==> config.mk <==
export PLATFORM = sky130hd
export DESIGN_NAME = jsi_sequencer
export DESIGN_NICKNAME = d
export VERILOG_FILES = /design/src/verilog/jsi_sequencer.v /design/src/verilog/jsi_tck_gen.v
export VERILOG_INCLUDE_DIRS = /design/src /design/src/common
export SDC_FILE = /design/constraint.sdc
export NUM_CORES = 1
export LEC_CHECK = 0
export ABC_AREA = 1
export CORE_UTILIZATION = 25
export DETAILED_ROUTE_END_ITERATION = 10
export DONT_BUFFER_PORTS = 1
export GPL_TIMING_DRIVEN = 0
export PLACE_DENSITY_LB_ADDON = 0.12
export SLEW_MARGIN = 10
export SYNTH_ARGS = -nofsm -noshare
export SYNTH_HDL_FRONTEND = slang
export SYNTH_SLANG_ARGS = --single-unit
==> constraint.sdc <==
create_clock -name CLK -period 5 [get_ports CLK]
set_input_delay 1 -clock CLK [delete_from_list [all_inputs] [get_ports CLK]]
set_output_delay 1 -clock CLK [all_outputs]
set_load 0.03 [all_outputs]
==> src/common/jsi_consts.vh <==
// Constants shared by the scan init sequencer and its TCK cycle generator
`ifndef JSI_CONSTS_VH
`define JSI_CONSTS_VH

// ****************************************************************
// Clock and timing
// ****************************************************************
`define JSI_CLK_MHZ 100
`define JSI_TCK_HALF_NS 50
`define JSI_TCK_HALF_CYC ((`JSI_TCK_HALF_NS * `JSI_CLK_MHZ + 999) / 1000)
`define JSI_US_CYC (`JSI_CLK_MHZ)
`define JSI_TRST_HOLD_MS 1
`define JSI_TRST_HOLD_US (`JSI_TRST_HOLD_MS * 1000)
`define JSI_RESET_TCKS 32'h0000_0005

// ****************************************************************
// Scan limits and TAP walk patterns, first bit in bit 0
// ****************************************************************
`define JSI_MAX_BITS 32'h0000_0100
`define JSI_IR_HDR_LEN 4'h4
`define JSI_DR_HDR_LEN 4'h3
`define JSI_IR_HDR_PAT 4'h3
`define JSI_DR_HDR_PAT 4'h1
`define JSI_NIB_W 4

// ****************************************************************
// Command codes
// ****************************************************************
`define JSI_OP_NONE 3'h0
`define JSI_OP_IR 3'h1
`define JSI_OP_DR 3'h2
`define JSI_OP_WAIT 3'h3
`define JSI_OP_TRST 3'h4
`define JSI_OP_SRST 3'h5
`define JSI_OP_CLK 3'h6
`define JSI_OP_RUN 3'h7

// ****************************************************************
// Program characters, folded to lower case
// ****************************************************************
`define JSI_CH_SEP 8'h3a
`define JSI_CH_EQ 8'h3d
`define JSI_CH_SPACE 8'h20
`define JSI_CH_0 8'h30
`define JSI_CH_9 8'h39
`define JSI_CH_A 8'h61
`define JSI_CH_F 8'h66
`define JSI_CH_I 8'h69
`define JSI_CH_D 8'h64
`define JSI_CH_W 8'h77
`define JSI_CH_T 8'h74
`define JSI_CH_R 8'h72
`define JSI_CH_C 8'h63
`define JSI_CH_H 8'h68
`define JSI_CH_L 8'h6c
`define JSI_CH_FOLD 8'h20
`define JSI_HEX_OFS 8'h57

`endif

==> src/verilog/jsi_sequencer.v <==
// Scan chain init sequencer: built-in TAP reset or a custom command string
// Functional notes
// RULE_01 - Successor device count and summed IR length are inputs and pad every scan.
// RULE_02 - Non-target IRs get all ones unless a bypass pattern is enabled for them.
// RULE_03 - A bypass pattern is its binary value shifted LSB first into the non-target IRs.
// RULE_04 - The custom program is a colon separated character stream run in order.
// RULE_05 - IR and DR writes shift byte zero first, least significant bit first.
// RULE_06 - Shift data is two hex digits per byte and the bit count is 1 to 256.
// RULE_07 - A wait command idles the TAP for the given decimal number of microseconds.
// RULE_08 - Test reset and system reset commands set levels that hold until changed.
// RULE_09 - Two run commands pulse TCK n times with TMS held high or held low.
// RULE_10 - A configured custom program replaces the built-in reset sequence.
// RULE_11 - Built-in sequence holds test reset 1 ms, releases it, then 5 TCKs TMS high.
// RULE_12 - After init the target chain must show the configured devices around the core.
// RULE_13 - Predecessor count, IR length and optional bypass pattern are handled likewise.
// RULE_14 - Each command finishes fully before the next and completion is flagged at the end.
`timescale 1ns/1ps
`include "jsi_consts.vh"

module jsi_sequencer #(
	parameter [31:0] US_CYCLES = `JSI_US_CYC
) (
	input wire CLK,
	input wire RESET_N,
	input wire START,
	input wire PROG_EN,
	input wire [7:0] PROG_CHAR,
	input wire PROG_VALID,
	input wire PROG_LAST,
	input wire [5:0] PRED_COUNT,
	input wire [5:0] PRED_IRLEN,
	input wire [31:0] PRED_BYPASS,
	input wire PRED_BYPASS_EN,
	input wire [5:0] SUCC_COUNT,
	input wire [5:0] SUCC_IRLEN,
	input wire [31:0] SUCC_BYPASS,
	input wire SUCC_BYPASS_EN,
	output wire TCK,
	output wire TMS,
	output wire TDI,
	output reg TRST_N,
	output reg SYS_RESET_N,
	output reg PROG_READY,
	output reg BUSY,
	output reg DONE,
	output reg CMD_ERROR
);

localparam [2:0] S_IDLE = 3'h0;
localparam [2:0] S_PARSE = 3'h1;
localparam [2:0] S_DISP = 3'h2;
localparam [2:0] S_WAIT = 3'h3;
localparam [2:0] S_RUN = 3'h4;
localparam [2:0] S_SCAN = 3'h5;
localparam [2:0] S_FIN = 3'h6;

reg [2:0] state_ff;
reg [2:0] op_ff;
reg [31:0] num_ff;
reg [255:0] data_ff;
reg in_data_ff;
reg last_ff;
reg builtin_ff;
reg [31:0] wait_ff;
reg [31:0] pre_ff;
reg [31:0] run_ff;
reg run_tms_ff;
reg is_ir_ff;
reg [8:0] nbits_ff;
reg [9:0] pos_ff;
reg go_ff;
reg step_tms_ff;
reg step_tdi_ff;
reg step_busy_ff;
wire step_done;

// ****************************************************************
// Helper decoders
// ****************************************************************
// Bypass bit for a chain segment; DR bypass registers take zeros
function byp_bit;
	input ir;
	input en;
	input [31:0] pat;
	input [5:0] idx;
	begin
		if (!ir)
			byp_bit = 1'b0;
		else if (en && !idx[5])
			byp_bit = pat[idx[4:0]]; // RULE_03
		else
			byp_bit = 1'b1; // RULE_02
	end
endfunction

// Returns {valid, nibble} for a folded hex digit
function [4:0] hex_val;
	input [7:0] c;
	reg [7:0] t;
	begin
		t = 8'h00;
		if (c >= `JSI_CH_0 && c <= `JSI_CH_9) begin
			t = c - `JSI_CH_0;
			hex_val = {1'b1, t[3:0]};
		end else if (c >= `JSI_CH_A && c <= `JSI_CH_F) begin
			t = c - `JSI_HEX_OFS;
			hex_val = {1'b1, t[3:0]};
		end else begin
			hex_val = 5'h00;
		end
	end
endfunction

wire [7:0] lc = PROG_CHAR | `JSI_CH_FOLD;
wire [4:0] hx = hex_val(lc);
wire is_dec = (lc >= `JSI_CH_0) && (lc <= `JSI_CH_9);
wire [31:0] num_x10 = {num_ff[28:0], 3'h0} + {num_ff[30:0], 1'b0};
wire take = (state_ff == S_PARSE) && PROG_READY && PROG_VALID;

// ****************************************************************
// Scan position decode
// ****************************************************************
wire [3:0] hdr_len = is_ir_ff ? `JSI_IR_HDR_LEN : `JSI_DR_HDR_LEN;
wire [3:0] hdr_pat = is_ir_ff ? `JSI_IR_HDR_PAT : `JSI_DR_HDR_PAT;
wire [5:0] s_len = is_ir_ff ? SUCC_IRLEN : SUCC_COUNT; // RULE_01
wire [5:0] p_len = is_ir_ff ? PRED_IRLEN : PRED_COUNT; // RULE_13
wire [9:0] q = pos_ff - {6'h00, hdr_len};
wire [9:0] s_end = {4'h0, s_len};
wire [9:0] d_end = s_end + {1'b0, nbits_ff};
wire [9:0] sh_len = d_end + {4'h0, p_len};
wire [9:0] q_pred = q - d_end;
reg cur_tms;
reg cur_tdi;
reg cur_data;
reg cur_end;

always @* begin
	cur_tms = 1'b0;
	cur_tdi = 1'b0;
	cur_data = 1'b0;
	cur_end = 1'b0;
	if (pos_ff < {6'h00, hdr_len}) begin
		cur_tms = hdr_pat[pos_ff[1:0]];
	end else if (q < sh_len) begin
		cur_tms = (q == sh_len - 10'h001);
		if (q < s_end) begin
			cur_tdi = byp_bit(is_ir_ff, SUCC_BYPASS_EN, SUCC_BYPASS,
				q[5:0]); // RULE_01
		end else if (q < d_end) begin
			cur_tdi = data_ff[0]; // RULE_05
			cur_data = 1'b1;
		end else begin
			cur_tdi = byp_bit(is_ir_ff, PRED_BYPASS_EN, PRED_BYPASS,
				q_pred[5:0]); // RULE_13
		end
	end else if (q == sh_len) begin
		cur_tms = 1'b1;
	end else if (q == sh_len + 10'h001) begin
		// Back to run-test idle so the next command starts from a known state
		cur_tms = 1'b0; // RULE_14
	end else begin
		cur_end = 1'b1;
	end
end

// ****************************************************************
// Sequencer
// ****************************************************************
// Returning to the parser after each command but the last keeps commands strictly serial
task back;
	begin
		if (last_ff) begin
			state_ff <= S_FIN;
		end else begin
			state_ff <= S_PARSE;
			PROG_READY <= 1'b1;
		end
	end
endtask

always @(posedge CLK or negedge RESET_N) begin
	if (!RESET_N) begin
		state_ff <= S_IDLE;
		op_ff <= `JSI_OP_NONE;
		num_ff <= 32'h0000_0000;
		data_ff <= {256{1'b0}};
		in_data_ff <= 1'b0;
		last_ff <= 1'b0;
		builtin_ff <= 1'b0;
		wait_ff <= 32'h0000_0000;
		pre_ff <= 32'h0000_0000;
		run_ff <= 32'h0000_0000;
		run_tms_ff <= 1'b0;
		is_ir_ff <= 1'b0;
		nbits_ff <= 9'h000;
		pos_ff <= 10'h000;
		go_ff <= 1'b0;
		step_tms_ff <= 1'b0;
		step_tdi_ff <= 1'b0;
		step_busy_ff <= 1'b0;
		TRST_N <= 1'b1;
		SYS_RESET_N <= 1'b1;
		PROG_READY <= 1'b0;
		BUSY <= 1'b0;
		DONE <= 1'b0;
		CMD_ERROR <= 1'b0;
	end else begin
		go_ff <= 1'b0;
		DONE <= 1'b0;
		case (state_ff)
		S_IDLE: begin
			if (START) begin
				BUSY <= 1'b1;
				CMD_ERROR <= 1'b0;
				last_ff <= 1'b0;
				op_ff <= `JSI_OP_NONE;
				if (PROG_EN) begin
					builtin_ff <= 1'b0; // RULE_10
					state_ff <= S_PARSE;
					PROG_READY <= 1'b1;
				end else begin
					builtin_ff <= 1'b1;
					TRST_N <= 1'b0; // RULE_11
					wait_ff <= `JSI_TRST_HOLD_US;
					pre_ff <= US_CYCLES - 32'h0000_0001;
					state_ff <= S_WAIT;
				end
			end
		end
		S_PARSE: begin
			if (take) begin
				last_ff <= PROG_LAST;
				if (PROG_LAST || lc == `JSI_CH_SEP) begin
					PROG_READY <= 1'b0; // RULE_04
					state_ff <= S_DISP;
				end
				if (lc == `JSI_CH_SEP || lc == `JSI_CH_SPACE) begin
					// Hex mode ends at the separator, else c or d reads as data
					in_data_ff <= in_data_ff && (lc != `JSI_CH_SEP); // RULE_04
				end else if (in_data_ff && hx[4]) begin
					data_ff <= {data_ff[251:0], hx[3:0]}; // RULE_06
				end else if (is_dec) begin
					num_ff <= num_x10 + {28'h0000000, hx[3:0]};
				end else if (lc == `JSI_CH_EQ) begin
					in_data_ff <= 1'b1;
				end else if (lc == `JSI_CH_H && op_ff == `JSI_OP_CLK) begin
					op_ff <= `JSI_OP_RUN;
					run_tms_ff <= 1'b1;
				end else if (lc == `JSI_CH_L && op_ff == `JSI_OP_CLK) begin
					op_ff <= `JSI_OP_RUN;
					run_tms_ff <= 1'b0;
				end else begin
					num_ff <= 32'h0000_0000;
					data_ff <= {256{1'b0}};
					in_data_ff <= 1'b0;
					case (lc)
					`JSI_CH_I: op_ff <= `JSI_OP_IR;
					`JSI_CH_D: op_ff <= `JSI_OP_DR;
					`JSI_CH_W: op_ff <= `JSI_OP_WAIT;
					`JSI_CH_T: op_ff <= `JSI_OP_TRST;
					`JSI_CH_R: op_ff <= `JSI_OP_SRST;
					`JSI_CH_C: op_ff <= `JSI_OP_CLK;
					default: begin
						op_ff <= `JSI_OP_NONE;
						CMD_ERROR <= 1'b1;
					end
					endcase
				end
			end
		end
		S_DISP: begin
			op_ff <= `JSI_OP_NONE;
			case (op_ff)
			`JSI_OP_WAIT: begin
				wait_ff <= num_ff; // RULE_07
				pre_ff <= US_CYCLES - 32'h0000_0001;
				state_ff <= S_WAIT;
			end
			`JSI_OP_TRST: begin
				TRST_N <= ~num_ff[0]; // RULE_08
				back;
			end
			`JSI_OP_SRST: begin
				SYS_RESET_N <= ~num_ff[0]; // RULE_08
				back;
			end
			`JSI_OP_RUN: begin
				run_ff <= num_ff; // RULE_09
				state_ff <= S_RUN;
			end
			`JSI_OP_IR, `JSI_OP_DR: begin
				if (num_ff == 32'h0000_0000 || num_ff > `JSI_MAX_BITS) begin
					CMD_ERROR <= 1'b1; // RULE_06
					back;
				end else begin
					is_ir_ff <= (op_ff == `JSI_OP_IR);
					nbits_ff <= num_ff[8:0];
					pos_ff <= 10'h000;
					state_ff <= S_SCAN;
				end
			end
			`JSI_OP_CLK: begin
				CMD_ERROR <= 1'b1;
				back;
			end
			default: begin
				back;
			end
			endcase
		end
		S_WAIT: begin
			if (wait_ff == 32'h0000_0000) begin
				if (builtin_ff) begin
					TRST_N <= 1'b1; // RULE_11
					run_ff <= `JSI_RESET_TCKS;
					run_tms_ff <= 1'b1;
					state_ff <= S_RUN;
				end else begin
					back; // RULE_14
				end
			end else if (pre_ff == 32'h0000_0000) begin
				pre_ff <= US_CYCLES - 32'h0000_0001;
				wait_ff <= wait_ff - 32'h0000_0001; // RULE_07
			end else begin
				pre_ff <= pre_ff - 32'h0000_0001;
			end
		end
		S_RUN: begin
			if (step_done) begin
				step_busy_ff <= 1'b0;
				run_ff <= run_ff - 32'h0000_0001;
			end else if (!step_busy_ff) begin
				if (run_ff == 32'h0000_0000) begin
					if (builtin_ff)
						state_ff <= S_FIN;
					else
						back; // RULE_14
				end else begin
					go_ff <= 1'b1;
					step_tms_ff <= run_tms_ff; // RULE_09
					step_tdi_ff <= 1'b0;
					step_busy_ff <= 1'b1;
				end
			end
		end
		S_SCAN: begin
			if (step_done) begin
				step_busy_ff <= 1'b0;
				pos_ff <= pos_ff + 10'h001;
				if (cur_data)
					data_ff <= {1'b0, data_ff[255:1]}; // RULE_05
			end else if (!step_busy_ff) begin
				if (cur_end) begin
					back; // RULE_14
				end else begin
					go_ff <= 1'b1;
					step_tms_ff <= cur_tms;
					step_tdi_ff <= cur_tdi;
					step_busy_ff <= 1'b1;
				end
			end
		end
		S_FIN: begin
			BUSY <= 1'b0;
			DONE <= 1'b1; // RULE_14
			PROG_READY <= 1'b0;
			state_ff <= S_IDLE;
		end
		default: begin
			state_ff <= S_IDLE;
		end
		endcase
	end
end

// ****************************************************************
// TCK cycle generator
// ****************************************************************
// One generator serves runs and scans so pin timing is identical for both
jsi_tck_gen u_tck (
	.clk(CLK),
	.reset_n(RESET_N),
	.go(go_ff),
	.tms_in(step_tms_ff),
	.tdi_in(step_tdi_ff),
	.tck_ff(TCK),
	.tms_ff(TMS),
	.tdi_ff(TDI),
	.done_ff(step_done)
);

endmodule // jsi_sequencer

==> src/verilog/jsi_tck_gen.v <==
// One TCK period with TMS and TDI set up while TCK is low
`timescale 1ns/1ps
`include "jsi_consts.vh"

module jsi_tck_gen (
	input wire clk,
	input wire reset_n,
	input wire go,
	input wire tms_in,
	input wire tdi_in,
	output reg tck_ff,
	output reg tms_ff,
	output reg tdi_ff,
	output reg done_ff
);

localparam [31:0] HALF_FULL = `JSI_TCK_HALF_CYC;
localparam [15:0] HALF = HALF_FULL[15:0];
localparam [1:0] G_IDLE = 2'h0;
localparam [1:0] G_LOW = 2'h1;
localparam [1:0] G_HIGH = 2'h2;

reg [1:0] state_ff;
reg [15:0] cnt_ff;

// ****************************************************************
// Low half then high half; target samples on the rising edge
// ****************************************************************
always @(posedge clk or negedge reset_n) begin
	if (!reset_n) begin
		state_ff <= G_IDLE;
		cnt_ff <= 16'h0000;
		tck_ff <= 1'b0;
		tms_ff <= 1'b1;
		tdi_ff <= 1'b0;
		done_ff <= 1'b0;
	end else begin
		done_ff <= 1'b0;
		case (state_ff)
		G_IDLE: begin
			if (go) begin
				tms_ff <= tms_in;
				tdi_ff <= tdi_in;
				cnt_ff <= HALF - 16'h0001;
				state_ff <= G_LOW;
			end
		end
		G_LOW: begin
			if (cnt_ff == 16'h0000) begin
				tck_ff <= 1'b1;
				cnt_ff <= HALF - 16'h0001;
				state_ff <= G_HIGH;
			end else begin
				cnt_ff <= cnt_ff - 16'h0001;
			end
		end
		G_HIGH: begin
			if (cnt_ff == 16'h0000) begin
				tck_ff <= 1'b0;
				done_ff <= 1'b1;
				state_ff <= G_IDLE;
			end else begin
				cnt_ff <= cnt_ff - 16'h0001;
			end
		end
		default: begin
			state_ff <= G_IDLE;
		end
		endcase
	end
end

endmodule // jsi_tck_gen

==> out/results.ini, run 1 <==
[power_and_ir_drop]
p_per_area_nw_per_um2 = 244
leakagePower_nw = 15.7
power_mw = 8.18
peakVddDrop_v = 0.000250

[clock_network]
cts_made_buffers = 58
htree_levels = 2
cts_hold_repair.buffers = 0
cts_num_sinks = 446
clockBufferDepth = 3
insertion_delay_ps = 660
cts_tree = done
path_clk_slew_ps = 60
cts_root_buf = clkbuf_16

[setup_path]
worstPathArrival_ps = 5390
crit_required_ps = 5520
critPathSlowestCell = dfrtp_2
crit_family = simple AND/OR/NAND/NOR gates
critPathKind = reg -> reg
crit_start = is_ir_ff
ff2ff_setup_slack_ps = 130
cp_num_buf_inv = 6
cp_max_fo = 10
cp-start-kind = flip-flop
cp-end-kind = flip-flop
crit_path_frequent_cell = ha_4
cp_slowest_stage_delay_ps = 450
reg2reg_from = is_ir_ff

[run_status]
status = complete, no violations

[yosys]
synth_warnings = 0
synthAdderAreaFrac_pct = 5.73
synthMuxAreaShare_pct = 0.121
syn_inst = 3761
synthXorXnorAreaFrac_pct = 1.79
netlist_area_sq_um = 27800
synth_top_family_by_area = compound AO/OA/AOI/OAI gates
avgSynthCellArea_sq_um = 7.40
ys_seq_elements = 446
synth_compound_area_share_pct = 21.2
synth_edf_count = 0
synthArstFlopShare_pct = 100
ys_types = 65
synth-simple-area-share_pct = 20.4
syn_nets = 3989
synthFlopType = dfrtp_1
ys_seq_area_share_pct = 40.1

[worst_hold_path]
hold_path.class = in -> async

[detailed_routing]
dr_wl_met3_um = 3630
first_pass_iters = 5
viasPerCell = 4.72
dr.max_layer_used = met5
drt_wl_total_um = 90900
dr_wl_met2_um = 41300
ant_nets = 0
drt_iter0_drc = 1345
wire_per_inst_um = 16.8
drc = 0
vias = 25561
m1WireLength_um = 44200

[sta]
clock_skew_ps = 28.0
period_share_pct = 97.4
relSlewSlack_pct = 13.7
setup_viol = 0
finalHoldViolCount = 0
fmax_ghz = 0.205
fin_crit_ps = 4870
worst_pin_slew_ps = 1300
setup_ws_ps = 130
drv_slew = 0
rsz0062_at_grt = true
hold_ws_ps = 110

[layout]
area_delta_synth_final_pct = 20.1
drive_gt1_share_pct = 11.1
instances_no_fill = 5411
n_antenna_cell = 0
final_util_pct = 30.3
nNetsFinal = 4105

[global_routing]
grt_pass1_wl_um = 145000
grt_pass1_vias = 25429
grt-ovfl-total = 0
antenna_found_initial = 2
grt_usage_pct = 15.9
grt_max_degree = 447

[die]
start_util_pct = 25.2
ios = 113
die_area_sq_um = 113000
core_area_sq_um = 111000
rows = 122
die_h_um = 336
die_width_um = 336

[placed_design]
dp_hpwl_um = 64600
place_ws_ps = -1660
gp_congestion = 0.834
placed_cells = 5249
port-buffer-count = 0

[flow_run]
cap_viol_max_count = 0

## timing repair
item | CTS | global route
pin swaps | 26 | 27
setup endpoints to repair | 264 | 265
gates cloned | 0 | 17
resized for setup | 122 | 257
buffers inserted | 28 | 12
## area by class of cell
class / count / area [sq um]
Tap cell: 1488 / 1860
Clock inverter: 19 / 254
Timing Repair Buffer: 56 / 719
Clock buffer: 87 / 1710
Timing Repair inverter: 1 / 11.3
Sequential cell: 446 / 11200
Inverter: 595 / 2250
Fill cell: 12054 / 77100
Multi-Input combinational cell: 2555 / 14300
Buffer: 164 / 1180
## stage by stage
stage	cell area, sq um	TNS (ps)
2_1_floorplan	27900	0
3_3_place_gp	29800	-415990
3_5_place_dp	29800	-412910
4_1_cts	32400	-18.9
5_1_grt	33500	-30210
6_report	33500	0
## cell usage after synthesis (6+ instances only)
cell | instances | area share (%)
nand2_1 | 722 | 9.7
inv_1 | 578 | 7.8
dfrtp_1 | 443 | 40
o21ai_0 | 408 | 7.3
nor2_1 | 314 | 4.2
o22ai_1 | 299 | 6.7
a21oi_1 | 139 | 2.5
ha_1 | 118 | 5.3
nand3_1 | 104 | 1.9
clkbuf_1 | 94 | 1.3
o21ai_1 | 82 | 1.5
buf_2 | 63 | 1.1
nor3_1 | 51 | 0.92
xor2_1 | 42 | 1.3
nand4_1 | 37 | 0.83
nor4_1 | 29 | 0.65
o32ai_1 | 17 | 0.53
o211ai_1 | 16 | 0.43
inv_2 | 14 | 0.19
nor2_2 | 14 | 0.31
or2_2 | 13 | 0.29
xnor2_1 | 13 | 0.41
nand2_2 | 12 | 0.27
o31ai_1 | 11 | 0.30
a21o_1 | 9 | 0.24
a31oi_1 | 8 | 0.18
nand3b_1 | 7 | 0.19
fa_1 | 6 | 0.43
nor3_2 | 6 | 0.22
o21a_1 | 6 | 0.16
## cell usage in the layout (no fill, tap or decap), types with 39 or more instances in the layout
master     instances
clkbuf_16         74
ha_1             108
nor2_1           312
clkbuf_1          87
o21ai_0          314
nor3_1            49
nand3_1           98
o22ai_1          299
nand2_2           40
inv_1            571
xor2_1            39
o21ai_1          146
nand2_1          685
a21oi_1          135
buf_4             52
dfrtp_1          442
## cell families after synthesis
group | count (synthesis)
adders and majority gates | 124
DFF | 446
AOI/OAI and AO/OA | 1039
buffers and inverters | 760
and+or+nand+nor | 1333
xor gates and xnor gates | 56
muxes | 3
## worst paths after layout
check	end	cells past startpoint
setup / recovery	data_ff[90]	30
hold / removal	pos_ff[8]	0
setup reg to reg	data_ff[90]	30
hold reg to reg	wait_ff[31]	2
max in group asynchronous	data_ff[67]	0
min in group CLK	builtin_ff	1
## flip-flops by register name, indices dropped and copies added (netlist names), 2 cells and up
signal	cells
u_tck.cnt_ff	16
state_ff	3
op_ff	3
pre_ff	32
num_ff	32
pos_ff	10
data_ff	256
nbits_ff	9
u_tck.state_ff	2
wait_ff	32
run_ff	32
## per-layer routing
| metal | vias up | GRT usage (%) |
|---|---|---|
| met5 | - | 0 |
| li1 | 12854 | - |
| met1 | 12256 | 22.1 |
| met2 | 349 | 25.5 |
| met3 | 100 | 2.68 |
| met4 | 2 | 3.94 |
## report_power, final
part	switching, mW	internal (mW)
registers	0	3.61
logic	0.158	0.101
clock network	1.74	2.57
total	1.90	6.28
No activity file was read; power rests on OpenSTA's default activity.
==> run 2: changes to the inputs <==
- ABC_AREA: 1 -> not set
==> out/results.ini, run 2 <==
[yosys]
ys_seq_elements = 446
synth_edf_count = 0
yosys.area.top_type = dfrtp_1
synth_commonest_cells = o21ai_0 (447), dfrtp_1 (443), a21oi_1 (403), nand2_1 (383), and3_1 (259)
ys_types = 80
netlist_area_sq_um = 26900
avgSynthCellArea_sq_um = 8.49
syn_nets = 3394
synth_top_area_share_pct = 41.2
ys_seq_area_share_pct = 41.5
syn_inst = 3166
synth.top_cells.by_area = dfrtp_1 (41%), o21ai_0 (8.3%), a21oi_1 (7.5%), and3_1 (6.0%), ha_1 (5.5%)
synth_warnings = 0
synthArstFlopShare_pct = 100
yosysMostFrequentCell = o21ai_0
synthFlopType = dfrtp_1

[placed_design]
placed_cells = 4558
gp_congestion = 0.785
dp_hpwl_um = 58000
port-buffer-count = 0

[layout]
largest-register = data_ff
fillers = 11214
drive_gt1_share_pct = 16.6
largest_reg_flops = 256
instances_no_fill = 4733
nNetsFinal = 3525
area_delta_synth_final_pct = 24.1
final_common_cell = dfrtp_1
mostFrequentLayoutCells = dfrtp_1 (442), a21oi_1 (396), and3_1 (259), nand2_1 (248), o21ai_0 (236)
n_antenna_cell = 0

[global_routing]
grt_pass1_wl_um = 137000
grt_usage_pct = 15.6
grt_max_degree = 447
grt_pass1_vias = 23611
grt-ovfl-total = 0
antenna_found_initial = 5

[sta]
worst_pin_slew_ps = 1210
drv_slew = 0
fmax_ghz = 0.197
fin_crit_ps = 5070
rsz0062_at_grt = true
setup_viol = 179
finalHoldViolCount = 0
relSlewSlack_pct = 19.3
clock_skew_ps = 47.2
period_share_pct = 101
setup_ws_ps = -71.2
tns_ps = -4280

[setup_path]
cp-start-kind = flip-flop
rr_endpoint = data_ff[195]
critPathKind = reg -> reg
cp_num_buf_inv = 9
crit_path_frequent_cell = buf_12
cp_max_fo = 9
crit_family = adder cells
cp-end-kind = flip-flop
ff2ff_setup_slack_ps = -70
crit_required_ps = 5510
worstPathArrival_ps = 5580
cp_slowest_stage_delay_ps = 550
critPathSlowestCell = fa_2
reg2reg_from = is_ir_ff
reg2reg_depth = 26

[power_and_ir_drop]
comb_power_share_pct = 4.5
p_per_area_nw_per_um2 = 247
switching_share_pct = 23.4
peakVddDrop_v = 0.000226
leakagePower_nw = 14.7
power.share.sequential_pct = 43.9
p_int_mw = 6.31
clkPwrFrac_pct = 51.7
p_sw_mw = 1.93

[clock_network]
clockBufferDepth = 3
insertion_delay_ps = 670
htree_levels = 2
cts_num_sinks = 446
path_clk_slew_ps = 60
cts_tree = done
cts_made_buffers = 56
cts_root_buf = clkbuf_16

[die]
core_area_sq_um = 106000
die_area_sq_um = 109000
ios = 113
die_h_um = 330
rows = 119
die_width_um = 330
start_util_pct = 25.4

[detailed_routing]
ant_nets = 0
viasPerCell = 5.00
drt_wl_total_um = 86400
first_pass_iters = 5
dr_wl_met3_um = 4160
drt_iter0_drc = 1368
dr_wl_met2_um = 38500
vias = 23660
wire_per_inst_um = 18.3
m1WireLength_um = 42400
drc = 0
dr.max_layer_used = met5

[run_status]
violations = setup timing
status = finished with violations

[flow_run]
cap_viol_max_count = 0

[worst_hold_path]
hold_path.class = in -> async

[run 2: cell families after synthesis]
kind of cell / synth area share [%]
fa+ha+maj: 5.98
simple gates: 20.1
buf+inv: 4.08
xor+xnor: 3.46
mux: 2.81
flops: 41.5
compound gates: 22.0
[run 2: worst max path at each step]
stage	from	to	slack (ps)	depth (start not counted)
2_1_floorplan	SUCC_COUNT[0]	data_ff[100]	-280	27
3_3_place_gp	is_ir_ff	data_ff[250]	-2230	22
3_5_place_dp	is_ir_ff	data_ff[246]	-2220	22
4_1_cts	is_ir_ff	data_ff[191]	-30	27
5_1_grt	is_ir_ff	data_ff[199]	-290	29
6_report	is_ir_ff	data_ff[195]	-70	26
[run 2: area by class of cell]
cell class / instances / area [sq um] / area share (%)
Inverter: 68 / 260 / 0.780
Sequential cell: 446 / 11200 / 33.5
Multi-Input combinational cell: 2439 / 16000 / 47.9
Clock inverter: 12 / 203 / 0.607
Timing Repair Buffer: 74 / 1090 / 3.26
Clock buffer: 91 / 1720 / 5.16
Tap cell: 1391 / 1740 / 5.22
Buffer: 212 / 1220 / 3.66
[run 2: power by group through the flow]
stage | logic (mW) | registers, mW | clock network, mW
after CTS | 0.276 | 3.61 | 4.40
after detailed placement | 0.225 | 3.68 | 0
final | 0.369 | 3.61 | 4.25
after global placement | 0.227 | 3.68 | 0
after global routing | 0.414 | 3.61 | 4.54
after floorplan | 0.178 | 3.68 | 0
[run 2: metrics by stage]
stage	hold slack (ps)	utilization (%)	power [mW]	worst slack [ps]	instance area, sq um
2_1_floorplan	449	-	3.85	-278	27100
3_3_place_gp	479	27.2	3.90	-2230	28800
3_5_place_dp	486	27.2	3.90	-2220	28900
4_1_cts	119	30.0	8.29	-29.2	31800
5_1_grt	35.5	31.5	8.56	-288	33400
6_report	75.4	31.5	8.23	-71.2	33400
[run 2: per-layer routing]
metal  track usage [%]  vias up
li1                  -    11705
met2              24.3      336
met1              22.2    11504
met4              3.02       10
met5                 0        -
met3              3.21      105
[run 2: what timing repair did]
action | CTS | global route
pin swaps | 41 | 86
setup endpoints to repair | 275 | 272
cloned | 5 | 20
gates resized for setup | 152 | 429
hold buffers | 0 | 0
setup buffers | 44 | 5
